`src/design/uspm_params.svh`:
```
`ifndef USPM_PARAMS_SVH
`define USPM_PARAMS_SVH
`define USPM_CLK_HZ 125000000
`define USPM_IDLE_SEC 30
`define USPM_IDLE_CYCLES (64'(`USPM_IDLE_SEC) * 64'(`USPM_CLK_HZ))
`define USPM_PUMP_NS 45000
`define USPM_PUMP_CYCLES ((`USPM_PUMP_NS * 125 + 999) / 1000)
`define USPM_OSC_CYCLES 64
`define USPM_WAKE_CODE 4'h1
`define USPM_SLEEP_EN_BIT 4
`define USPM_MODEM_BITS 4
`endif

```
`src/design/uspm_pkg.sv`:
```
package uspm_pkg;
    typedef enum logic [1:0] {
        USPM_ACTIVE = 2'b00,
        USPM_SLEEP = 2'b01,
        USPM_WAKING = 2'b10
    } uspm_osc_state_type;
    typedef enum logic [1:0] {
        USPM_PUMP_ON = 2'b00,
        USPM_PUMP_OFF = 2'b01,
        USPM_PUMP_START = 2'b10
    } uspm_pump_state_type;
endpackage

```
`src/design/uspm_sync_if.sv`:
```
`timescale 1ns/10ps
`default_nettype none
interface uspm_sync_if;
    logic rx_raw;
    logic [3:0] modem_raw;
    logic autosleep_raw;
    logic power_save_raw;
    logic rx;
    logic [3:0] modem;
    logic autosleep;
    logic power_save;
    modport sync (input rx_raw, modem_raw, autosleep_raw, power_save_raw,
        output rx, modem, autosleep, power_save);
    modport core (output rx_raw, modem_raw, autosleep_raw, power_save_raw,
        input rx, modem, autosleep, power_save);
endinterface
`default_nettype wire

```
`src/design/uspm_pin_sync.sv`:
```
`timescale 1ns/10ps
`default_nettype none
module uspm_pin_sync (
    input wire logic mclk,
    input wire logic rst,
    uspm_sync_if.sync pins
);
    logic [6:0] stage1;
    logic [6:0] stage2;

    // ==========================================
    // Two-flop synchronisers
    always_ff @(posedge mclk) begin
        if (rst) begin
            stage1 <= 7'h00;
            stage2 <= 7'h00;
        end else begin
            stage1 <= {pins.power_save_raw, pins.autosleep_raw, pins.modem_raw, pins.rx_raw};
            stage2 <= stage1;
        end
    end

    assign pins.rx = stage2[0];
    assign pins.modem = stage2[4:1];
    assign pins.autosleep = stage2[5];
    assign pins.power_save = stage2[6];
endmodule
`default_nettype wire

```
`src/design/uspm_power_manager.sv`:
```
// How it works
// Sleep needs no pending interrupt, nonzero divisor, enable bit, quiet modem, RX low.
// Autosleep pin low keeps the charge pump always running.
// Sleeping UART stops the oscillator; no crystal output.
// Wake on RX start edge, transmit write, or modem status bit set.
// Wake raises interrupt code 0x1; reading source register clears it.
// Sleep re-entered once all interrupts clear; never while one pends.
// Host reads modem status to clear change bits before sleep again.
// Sleep stays armed until host clears enable bit 4.
// Autosleep high, awake, idle thirty seconds: charge pump shuts down.
// Pump off tri-states drivers; receivers and registers stay active.
// Pump wakes on RX edge, transmit write, modem rise; ready 45 us.
// Full sleep when asleep and autosleep high; left on pin low or restart.
// Power-save pin high while asleep isolates host bus inputs.
// In power-save only RX edge or modem status bit wakes.
// Power-save re-armed after interrupts clear; held until enable or pin drop.
// Power-save wake interrupt only after oscillator is ready.
// Wake event held pending until source register is read.
`timescale 1ns/10ps
`default_nettype none
`include "uspm_params.svh"
module uspm_power_manager
    import uspm_pkg::*;
#(
    parameter longint IDLE_CYCLES = `USPM_IDLE_CYCLES,
    parameter int PUMP_CYCLES = `USPM_PUMP_CYCLES,
    parameter int OSC_CYCLES = `USPM_OSC_CYCLES
) (
    input wire logic mclk,
    input wire logic rst,
    input wire logic rx_pin,
    input wire logic [3:0] modem_pin,
    input wire logic charge_pump_autosleep_pin,
    input wire logic power_save_pin,
    input wire logic int_pending,
    input wire logic [15:0] divisor,
    input wire logic [7:0] interrupt_enable_register,
    input wire logic [3:0] modem_status,
    input wire logic tx_active,
    input wire logic host_thr_write,
    input wire logic host_isr_read,
    output logic osc_enable,
    output logic crystal_output_pin,
    output logic uart_asleep,
    output logic full_sleep,
    output logic power_save,
    output logic bus_isolate,
    output logic thr_write_taken,
    output logic isr_read_taken,
    output logic charge_pump_on,
    output logic driver_oe_n,
    output logic pump_ready,
    output logic wake_int,
    output logic [3:0] wake_int_code
);
    uspm_sync_if pins();
    uspm_osc_state_type osc_state;
    uspm_pump_state_type pump_state;
    logic rx_prev;
    logic [3:0] modem_prev;
    logic rx_edge;
    logic modem_rise;
    logic sleep_ok;
    logic osc_wake;
    logic pump_wake;
    logic idle_now;
    logic [31:0] idle_count;
    logic [31:0] pump_count;
    logic [15:0] osc_count;
    logic wake_pending;
    logic ps_armed;
    logic osc_div;

    assign pins.rx_raw = rx_pin;
    assign pins.modem_raw = modem_pin;
    assign pins.autosleep_raw = charge_pump_autosleep_pin;
    assign pins.power_save_raw = power_save_pin;

    uspm_pin_sync u_sync (
        .mclk(mclk),
        .rst(rst),
        .pins(pins)
    );

    // ==========================================
    // Edge detection
    always_ff @(posedge mclk) begin
        if (rst) begin
            rx_prev <= 1'b0;
            modem_prev <= 4'h0;
        end else begin
            rx_prev <= pins.rx;
            modem_prev <= pins.modem;
        end
    end

    assign rx_edge = pins.rx & ~rx_prev;
    assign modem_rise = |(pins.modem & ~modem_prev);

    // sleep entry conditions
    // no pending interrupt or modem change
    assign sleep_ok = ~int_pending & ~wake_pending & (divisor != 16'h0000)
        & interrupt_enable_register[`USPM_SLEEP_EN_BIT]
        & (modem_status == 4'h0) & ~pins.rx;

    // wake events
    // host write ignored in power-save
    assign osc_wake = rx_edge | (|modem_status)
        | (host_thr_write & ~power_save);

    // ==========================================
    // Oscillator sleep machine
    always_ff @(posedge mclk) begin
        if (rst) begin
            osc_state <= USPM_ACTIVE;
            osc_count <= 16'h0000;
        end else begin
            unique case (osc_state)
                USPM_ACTIVE: begin
                    if (sleep_ok) begin
                        osc_state <= USPM_SLEEP;
                    end
                end
                USPM_SLEEP: begin
                    if (osc_wake) begin
                        osc_state <= USPM_WAKING;
                        osc_count <= 16'h0000;
                    end
                end
                USPM_WAKING: begin
                    // wait for oscillator ready
                    if (osc_count >= 16'(OSC_CYCLES - 1)) begin
                        osc_state <= USPM_ACTIVE;
                    end else begin
                        osc_count <= osc_count + 16'h0001;
                    end
                end
                default: begin
                    osc_state <= USPM_ACTIVE;
                end
            endcase
        end
    end

    // stop crystal while asleep
    assign uart_asleep = (osc_state == USPM_SLEEP);
    assign osc_enable = ~uart_asleep;

    always_ff @(posedge mclk) begin
        if (rst) begin
            osc_div <= 1'b0;
        end else begin
            osc_div <= osc_enable ? ~osc_div : 1'b0;
        end
    end
    assign crystal_output_pin = osc_div;

    // ==========================================
    // Wake interrupt
    // pending until source read; set wins over clear
    always_ff @(posedge mclk) begin
        if (rst) begin
            wake_pending <= 1'b0;
        end else if (osc_state == USPM_WAKING && osc_count >= 16'(OSC_CYCLES - 1)) begin
            wake_pending <= 1'b1;
        end else if (host_isr_read) begin
            wake_pending <= 1'b0;
        end
    end
    assign wake_int = wake_pending;
    // wake code only if nothing else pends
    assign wake_int_code = (wake_pending & ~int_pending) ? `USPM_WAKE_CODE : 4'h0;

    // ==========================================
    // Power-save isolation
    // armed while enable bit and pin high
    assign ps_armed = pins.power_save & interrupt_enable_register[`USPM_SLEEP_EN_BIT];
    // isolate host bus while asleep
    assign power_save = ps_armed & uart_asleep;
    assign bus_isolate = power_save;
    assign thr_write_taken = host_thr_write & ~power_save;
    assign isr_read_taken = host_isr_read & ~power_save;

    // ==========================================
    // Charge pump
    // idle test
    assign idle_now = ~tx_active & ~pins.rx & (pins.modem == 4'h0);
    // pump wake events
    assign pump_wake = rx_edge | modem_rise | thr_write_taken;

    always_ff @(posedge mclk) begin
        if (rst || !idle_now || pump_state != USPM_PUMP_ON) begin
            idle_count <= 32'h0;
        end else if (idle_count < 32'(IDLE_CYCLES)) begin
            idle_count <= idle_count + 32'h1;
        end
    end

    always_ff @(posedge mclk) begin
        if (rst) begin
            pump_state <= USPM_PUMP_ON;
            pump_count <= 32'h0;
        end else if (!pins.autosleep) begin
            // pump forced on
            // full sleep left on pin low
            pump_state <= USPM_PUMP_ON;
            pump_count <= 32'h0;
        end else begin
            unique case (pump_state)
                USPM_PUMP_ON: begin
                    // idle shutdown
                    // full sleep when asleep
                    if (uart_asleep || idle_count >= 32'(IDLE_CYCLES)) begin
                        pump_state <= USPM_PUMP_OFF;
                    end
                end
                USPM_PUMP_OFF: begin
                    // wake, R12 leave on oscillator restart
                    if (pump_wake || (osc_wake && uart_asleep)) begin
                        pump_state <= USPM_PUMP_START;
                        pump_count <= 32'h0;
                    end
                end
                USPM_PUMP_START: begin
                    // restore after start-up time
                    if (pump_count >= 32'(PUMP_CYCLES - 1)) begin
                        pump_state <= USPM_PUMP_ON;
                    end else begin
                        pump_count <= pump_count + 32'h1;
                    end
                end
                default: begin
                    pump_state <= USPM_PUMP_ON;
                end
            endcase
        end
    end

    assign charge_pump_on = (pump_state != USPM_PUMP_OFF);
    assign pump_ready = (pump_state == USPM_PUMP_ON);
    // drivers tri-stated while pump not ready
    assign driver_oe_n = ~pump_ready;
    assign full_sleep = uart_asleep & (pump_state == USPM_PUMP_OFF);
endmodule
`default_nettype wire

```
`config.mk`:
```
export PLATFORM = sky130hd
export DESIGN_NAME = uspm_power_manager
export DESIGN_NICKNAME = d
export VERILOG_FILES = /design/src/design/uspm_pkg.sv /design/src/design/uspm_sync_if.sv /design/src/design/uspm_pin_sync.sv /design/src/design/uspm_power_manager.sv
export VERILOG_INCLUDE_DIRS = /design/src /design/src/design
export SDC_FILE = /design/constraint.sdc
export NUM_CORES = 1
export LEC_CHECK = 0
export BUFFER_PORTS_ARGS = -buffer_cell sky130_fd_sc_hd__buf_2
export CAP_MARGIN = 10
export CORE_MARGIN = 3
export CORE_UTILIZATION = 55
export CTS_CLUSTER_DIAMETER = 40
export DETAILED_ROUTE_END_ITERATION = 8
export PLACE_DENSITY = 0.8
export SKIP_LAST_GASP = 1
export SLEW_MARGIN = 20
export SYNTH_ARGS = -nofsm -noshare
export SYNTH_HDL_FRONTEND = slang
export SYNTH_SLANG_ARGS = --single-unit
```
`constraint.sdc`:
```
create_clock -name mclk -period 4 [get_ports mclk]
set_clock_uncertainty 0.15 [all_clocks]
set_input_delay 0.6 -clock mclk [delete_from_list [all_inputs] [get_ports mclk]]
set_output_delay 0.6 -clock mclk [all_outputs]
set_load 0.02 [all_outputs]
```
# Word level (Yosys, flattened, before mapping)
# Cells that the tools add are included.
# word_totals
regBits,105
in_bits,41
out_inout_bits,16
word_cells,102
# classes
n_addsub,3
magnitude_cmp,4
eq_ne,13
n_mux,17
bitwise,30
reduce_logical,24
# ops
op,n
adder 32 x 1 -> 32 bit (second input constant),2
2-to-1 mux 32 bit,2
one-hot mux 32 bit (2 select lines),1
greater-or-equal comparator 32 x 13 -> 1 bit (second input constant),1
greater-or-equal comparator 32 bit (second input constant),1
< comparator 32 bit (second input constant),1
2-to-1 mux 16 bit,2
one-hot mux 16 bit (2 select lines),1
adder 16 x 1 -> 16 bit (second input constant),1
greater-or-equal comparator 16 x 6 -> 1 bit (second input constant),1
nonzero test 16 bit,1
AND 1 bit,14
2-to-1 mux 2 bit,6
!= test 2 bit (second input constant),6
one-hot mux 2 bit (3 select lines),2
AND reduction 3 bit,4
inverter 1 bit,10
zero test 4 bit,2
nonzero test 2 bit,4
OR reduction 4 bit,2
!= test 2 x 1 -> 1 bit (second input constant),3
AND 4 bit,1
== test 2 x 1 -> 1 bit (second input constant),2
== test 2 bit (second input constant),2
8 further kinds,19

# Logic depth before layout (Yosys ltp)
# logic_depth
ltp_word,9
depth_mapped,9

# Cells and area by module
# Synthesis repeated with hierarchy kept, for this count alone.
# unflattened
cells_unflattened,519
hier_area_um2,4609.4
# modules_own_cells
mod,instances,cells_per_inst,area_each_um2
uspm_power_manager,1,490,4201.5
uspm_pin_sync,1,29,407.9

# Least setup slack after synthesis
# OpenSTA, ideal clock, no wires.
# synth_path
kind,in2reg
from,input port modem_status[1]
to,register pump_count[11]
setup_time_ps,59
arrival_time_ps,2204
required_time_ps,3791
setup_slack_ps,1586
path_stages,6
path_cell_list,or4_1 nand2_1 nand4_2 a21o_1 or4_1 nand2_1
# synth_between
elab_chain_cells,7
# synth_rtl
element,line,text
"start, declared",uspm_power_manager.sv:38,"input wire logic [3:0] modem_status,"
OR reduction 4 bit,uspm_power_manager.sv:108,assign osc_wake = rx_edge | (|modem_status)
OR 1 bit,uspm_power_manager.sv:108,
OR 1 bit,uspm_power_manager.sv:109,| (host_thr_write & ~power_save);
logical AND 1 bit,uspm_power_manager.sv:219,if (pump_wake || (osc_wake && uart_asleep)) begin
logical OR 1 bit,uspm_power_manager.sv:219,
!= test 2 bit (no line),n/a,
AND reduction 3 bit (no line),n/a,
"end signal, assigned",uspm_power_manager.sv:229,pump_count <= pump_count + 32'h1;
"end, declared",uspm_power_manager.sv:68,logic [31:0] pump_count;
# No other way between the ends.
# A chain may end at the register's enable or synchronous reset.

# Worst setup path in the final report
# layout_path
from,register idle_count[19]
to,register idle_count[17]
# layout_between
elab_chain_cells,1
# layout_rtl
element,line,text
"start, declared",uspm_power_manager.sv:67,logic [31:0] idle_count;
"start signal, assigned",uspm_power_manager.sv:195,idle_count <= idle_count + 32'h1;
< comparator 32 bit,uspm_power_manager.sv:194,end else if (idle_count < 32'(IDLE_CYCLES)) begin
# No other way between the ends.

==> out/metrics.csv <==
stage,metric,value,unit
cells_and_area,n_antenna_cell,0,
place,gp_congestion,0.869,
cells_and_area,synthToLayoutAreaGrowth,10.6,%
global_route,antenna_found_initial,0,
cells_and_area,drive_above_1_share,12.8,%
logic_synthesis,ys_warn_count,0,
logic_synthesis,netlist_area,4510,sq um
critical_path,cp-start-kind,flop,
critical_path,r2r_setup_slack,1.25,ns
critical_path,path_max_fanout,23,
drt,wl,9140,um
cells_and_area,nets,604,
logic_synthesis,synth_adder_area_share,1.39,%
global_route,grtUsageTotal,20.8,%
clock_network,cts_sinks,105,
die,fp.dieW,96.5,um
die,start_util,57.4,%
clock_network,cts_hold_buf,0,
sta,slew_headroom,50.5,%
logic_synthesis,ys_seq_area_share,46.7,%
place,hpwlAfterDp,6650,um
drt,postRouteAntennaNets,0,
critical_path,slowest_stage,or4_1,
sta,tns,0,ns
logic_synthesis,synth_top_family_by_area,simple AND/OR/NAND/NOR gates,
critical_path,crit_type,reg2reg,
critical_path,r2r-start,idle_count[19],
critical_path,cp-end-kind,flop,
logic_synthesis,synth-edff-count,0,
clock_network,cts_tree,built,
sta,max_freq,363,MHz
power,ir_drop,276,uV
critical_path,critPathBufInv,1,
logic_synthesis,synthMostInstantiatedCell,dfxtp_1,
die,fp.dieH,96.5,um
clock_network,cts_made_buffers,9,
logic_synthesis,synth_largest_area_cell,dfxtp_1,
critical_path,ff2ff_path_depth,7,
logic_synthesis,ys_top_cells_by_count,"105 x dfxtp_1, 41 x nor2_1, 39 x a21oi_1, 31 x nand2_1",
sta,whs,0.282,ns
cells_and_area,seqCellArea,2100,sq um
die,num_rows,32,
global_route,grt_pass1_wl,15400,um
critical_path,crit_arrival,2.90,ns
drt,first_pass_iters,4,
drt,num_vias,3782,
power,totalPowerFinal,1.77,mW
logic_synthesis,synth_seq_cells,105,
logic_synthesis,syn_area_per_cell,8.68,sq um
min_path,hp-class,reg2reg,
drt,vias_per_cell,5.69,
drt,wl_per_cell,13.7,um
clock_network,post_cts_buffers,0,
die,dieArea,9310,sq um
global_route,grt_max_degree,33,
drt,drtIter0Drc,191,
flow_run,cap_violations,0,
power,power_density,355,nW/um^2
critical_path,max_stage_delay,0.62,ns
logic_synthesis,synth_cell_type_count,52,
die,core_area,7850,sq um
sta,worst_slew_pin_slew,0.740,ns
die,num_io_pins,57,
logic_synthesis,synthArstFlopShare,0,%
status,status,"finished, final reports clean",
critical_path,cp.depth,7,
sta,setup_viol,0,
drt,drcViolationCount,0,
logic_synthesis,yosys.area.top_type_share,46.7,%
logic_synthesis,synthCells,519,
logic_synthesis,muxShareOfSynthArea,0.222,%
critical_path,crit_family,simple AND/OR/NAND/NOR gates,
logic_synthesis,synthSimpleGateAreaFrac,31.5,%
min_path,min_from,crystal_output_pin,
min_path,whs_path_depth,1,
critical_path,crit_chain,"nor4_1, o21ai_1, a32oi_1, buf_4, nand3b_1, or4_1, a21oi_1",
clock_network,clkTransAtPathRegs,0.10,ns
logic_synthesis,synthFlopType,dfxtp_1,
sta,final.period_utilization,68.8,%
global_route,grt_pass1_vias,3609,
clock_network,h-tree-depth,3,
clock_network,root_buffer,clkbuf_8,
critical_path,required,4.15,ns
min_path,min_to,crystal_output_pin,
cells_and_area,nFillCells,678,
sta,finalMaxSlewViolations,0,
sta,rsz0062_at_grt,false,
logic_synthesis,yosys-top-cells-area,"dfxtp_1 47%, a21oi_1 4.3%, and2_1 3.5%",
clock_network,cts_resized,0,
cells_and_area,multi_input_area,2210,sq um
global_route,grt_overflow,0,
logic_synthesis,synth-compound-area-share,13.0,%
power,leakage,1.74,nW
place,portBuffers,46,
sta,hold_violations,0,
critical_path,timing.rr.end,idle_count[17],
logic_synthesis,synth_xor_xnor_area_share,2.72,%
sta,fin_crit,2.75,ns
clock_network,cts_buffer_depth,2,
clock_network,worstSkewPairLatency,0.37,ns
[report_power, final]
group	internal, mW	total (mW)	switching [mW]	leakage (nW)
sequential	1.05	1.06	0.00402	0.849
combinational	0.0246	0.0568	0.0322	0.789
clock	0.265	0.656	0.390	0.106
total	1.34	1.77	0.427	1.74
[cell usage in the layout, fill, tap and decap left out, drive strengths merged, types with 7 or more instances in the layout]
cell / count
inv: 26
nor2b: 23
xor2: 9
nand2: 31
clkbuf: 10
and2: 25
dfxtp: 105
o31ai: 7
nor4: 12
a21oi: 39
buf: 49
or4: 19
nor2: 41
nor3: 12
or3: 16
o21ai: 26
nand4: 23
and3: 10
nand3: 25
[cell type report]
cell class                 count  area share [%]
clock buffer                  10            2.76
clock inverter                 6            1.36
inverter                      22            1.66
multi-input combinational    371            44.4
sequential                   105            42.2
tap                          102            2.56
timing repair buffer          49            5.07
[logic make-up (layout without fill, tap and decap cells)]
kind of cell	after synthesis	count (layout)
muxes	1	1
buffers and inverters	45	87
AOI/OAI and AO/OA	96	96
and+or+nand+nor	252	252
DFF	105	105
xor gates and xnor gates	14	14
adders and majority gates	5	5
other	1	3
[state kept, by name (all words and copies together), names as in the netlist]
signal / count
u_sync.stage1: 7
modem_prev: 4
pump_count: 32
osc_state: 2
rx_prev: 1
pump_state: 2
idle_count: 32
u_sync.stage2: 7
wake_int: 1
osc_count: 16
crystal_output_pin: 1
[per-stage QoR]
step,setup WS (ns),instance area [sq um],utilization [%],instances
2_1_floorplan,1.59,4510,-,521
3_3_place_gp,1.19,4780,60.9,649
3_5_place_dp,1.15,4780,60.9,649
4_1_cts,1.29,4980,63.5,665
5_1_grt,0.999,4980,63.5,665
6_report,1.25,4980,63.5,665
[how the worst max path moves through the flow]
stage | startpoint | endpoint | slack [ns]
floorplan | modem_status[1] | pump_count[11] | 1.59
global placement | modem_status[1] | pump_count[7] | 1.19
detailed placement | modem_status[1] | pump_count[11] | 1.15
CTS | idle_count[19] | idle_count[17] | 1.29
global route | idle_count[12] | idle_count[25] | 1.0
finish | idle_count[19] | idle_count[17] | 1.25
[worst register-to-register path, cell delays in order, from the launching register on]
cell	delay (ns)
dfxtp_1	0.37
nor4_1	0.37
o21ai_1	0.13
a32oi_1	0.18
buf_4	0.21
nand3b_1	0.52
or4_1	0.62
a21oi_1	0.15
[metal layers]
layer | wire (um) | vias up | GRT usage, %
met5 | 0 | - | 0
met4 | 114 | 0 | 7.24
met3 | 313 | 8 | 5.73
met2 | 4670 | 52 | 37.0
met1 | 4040 | 1791 | 23.9
li1 | - | 1931 | -
(Power assumes the default switching activity.)
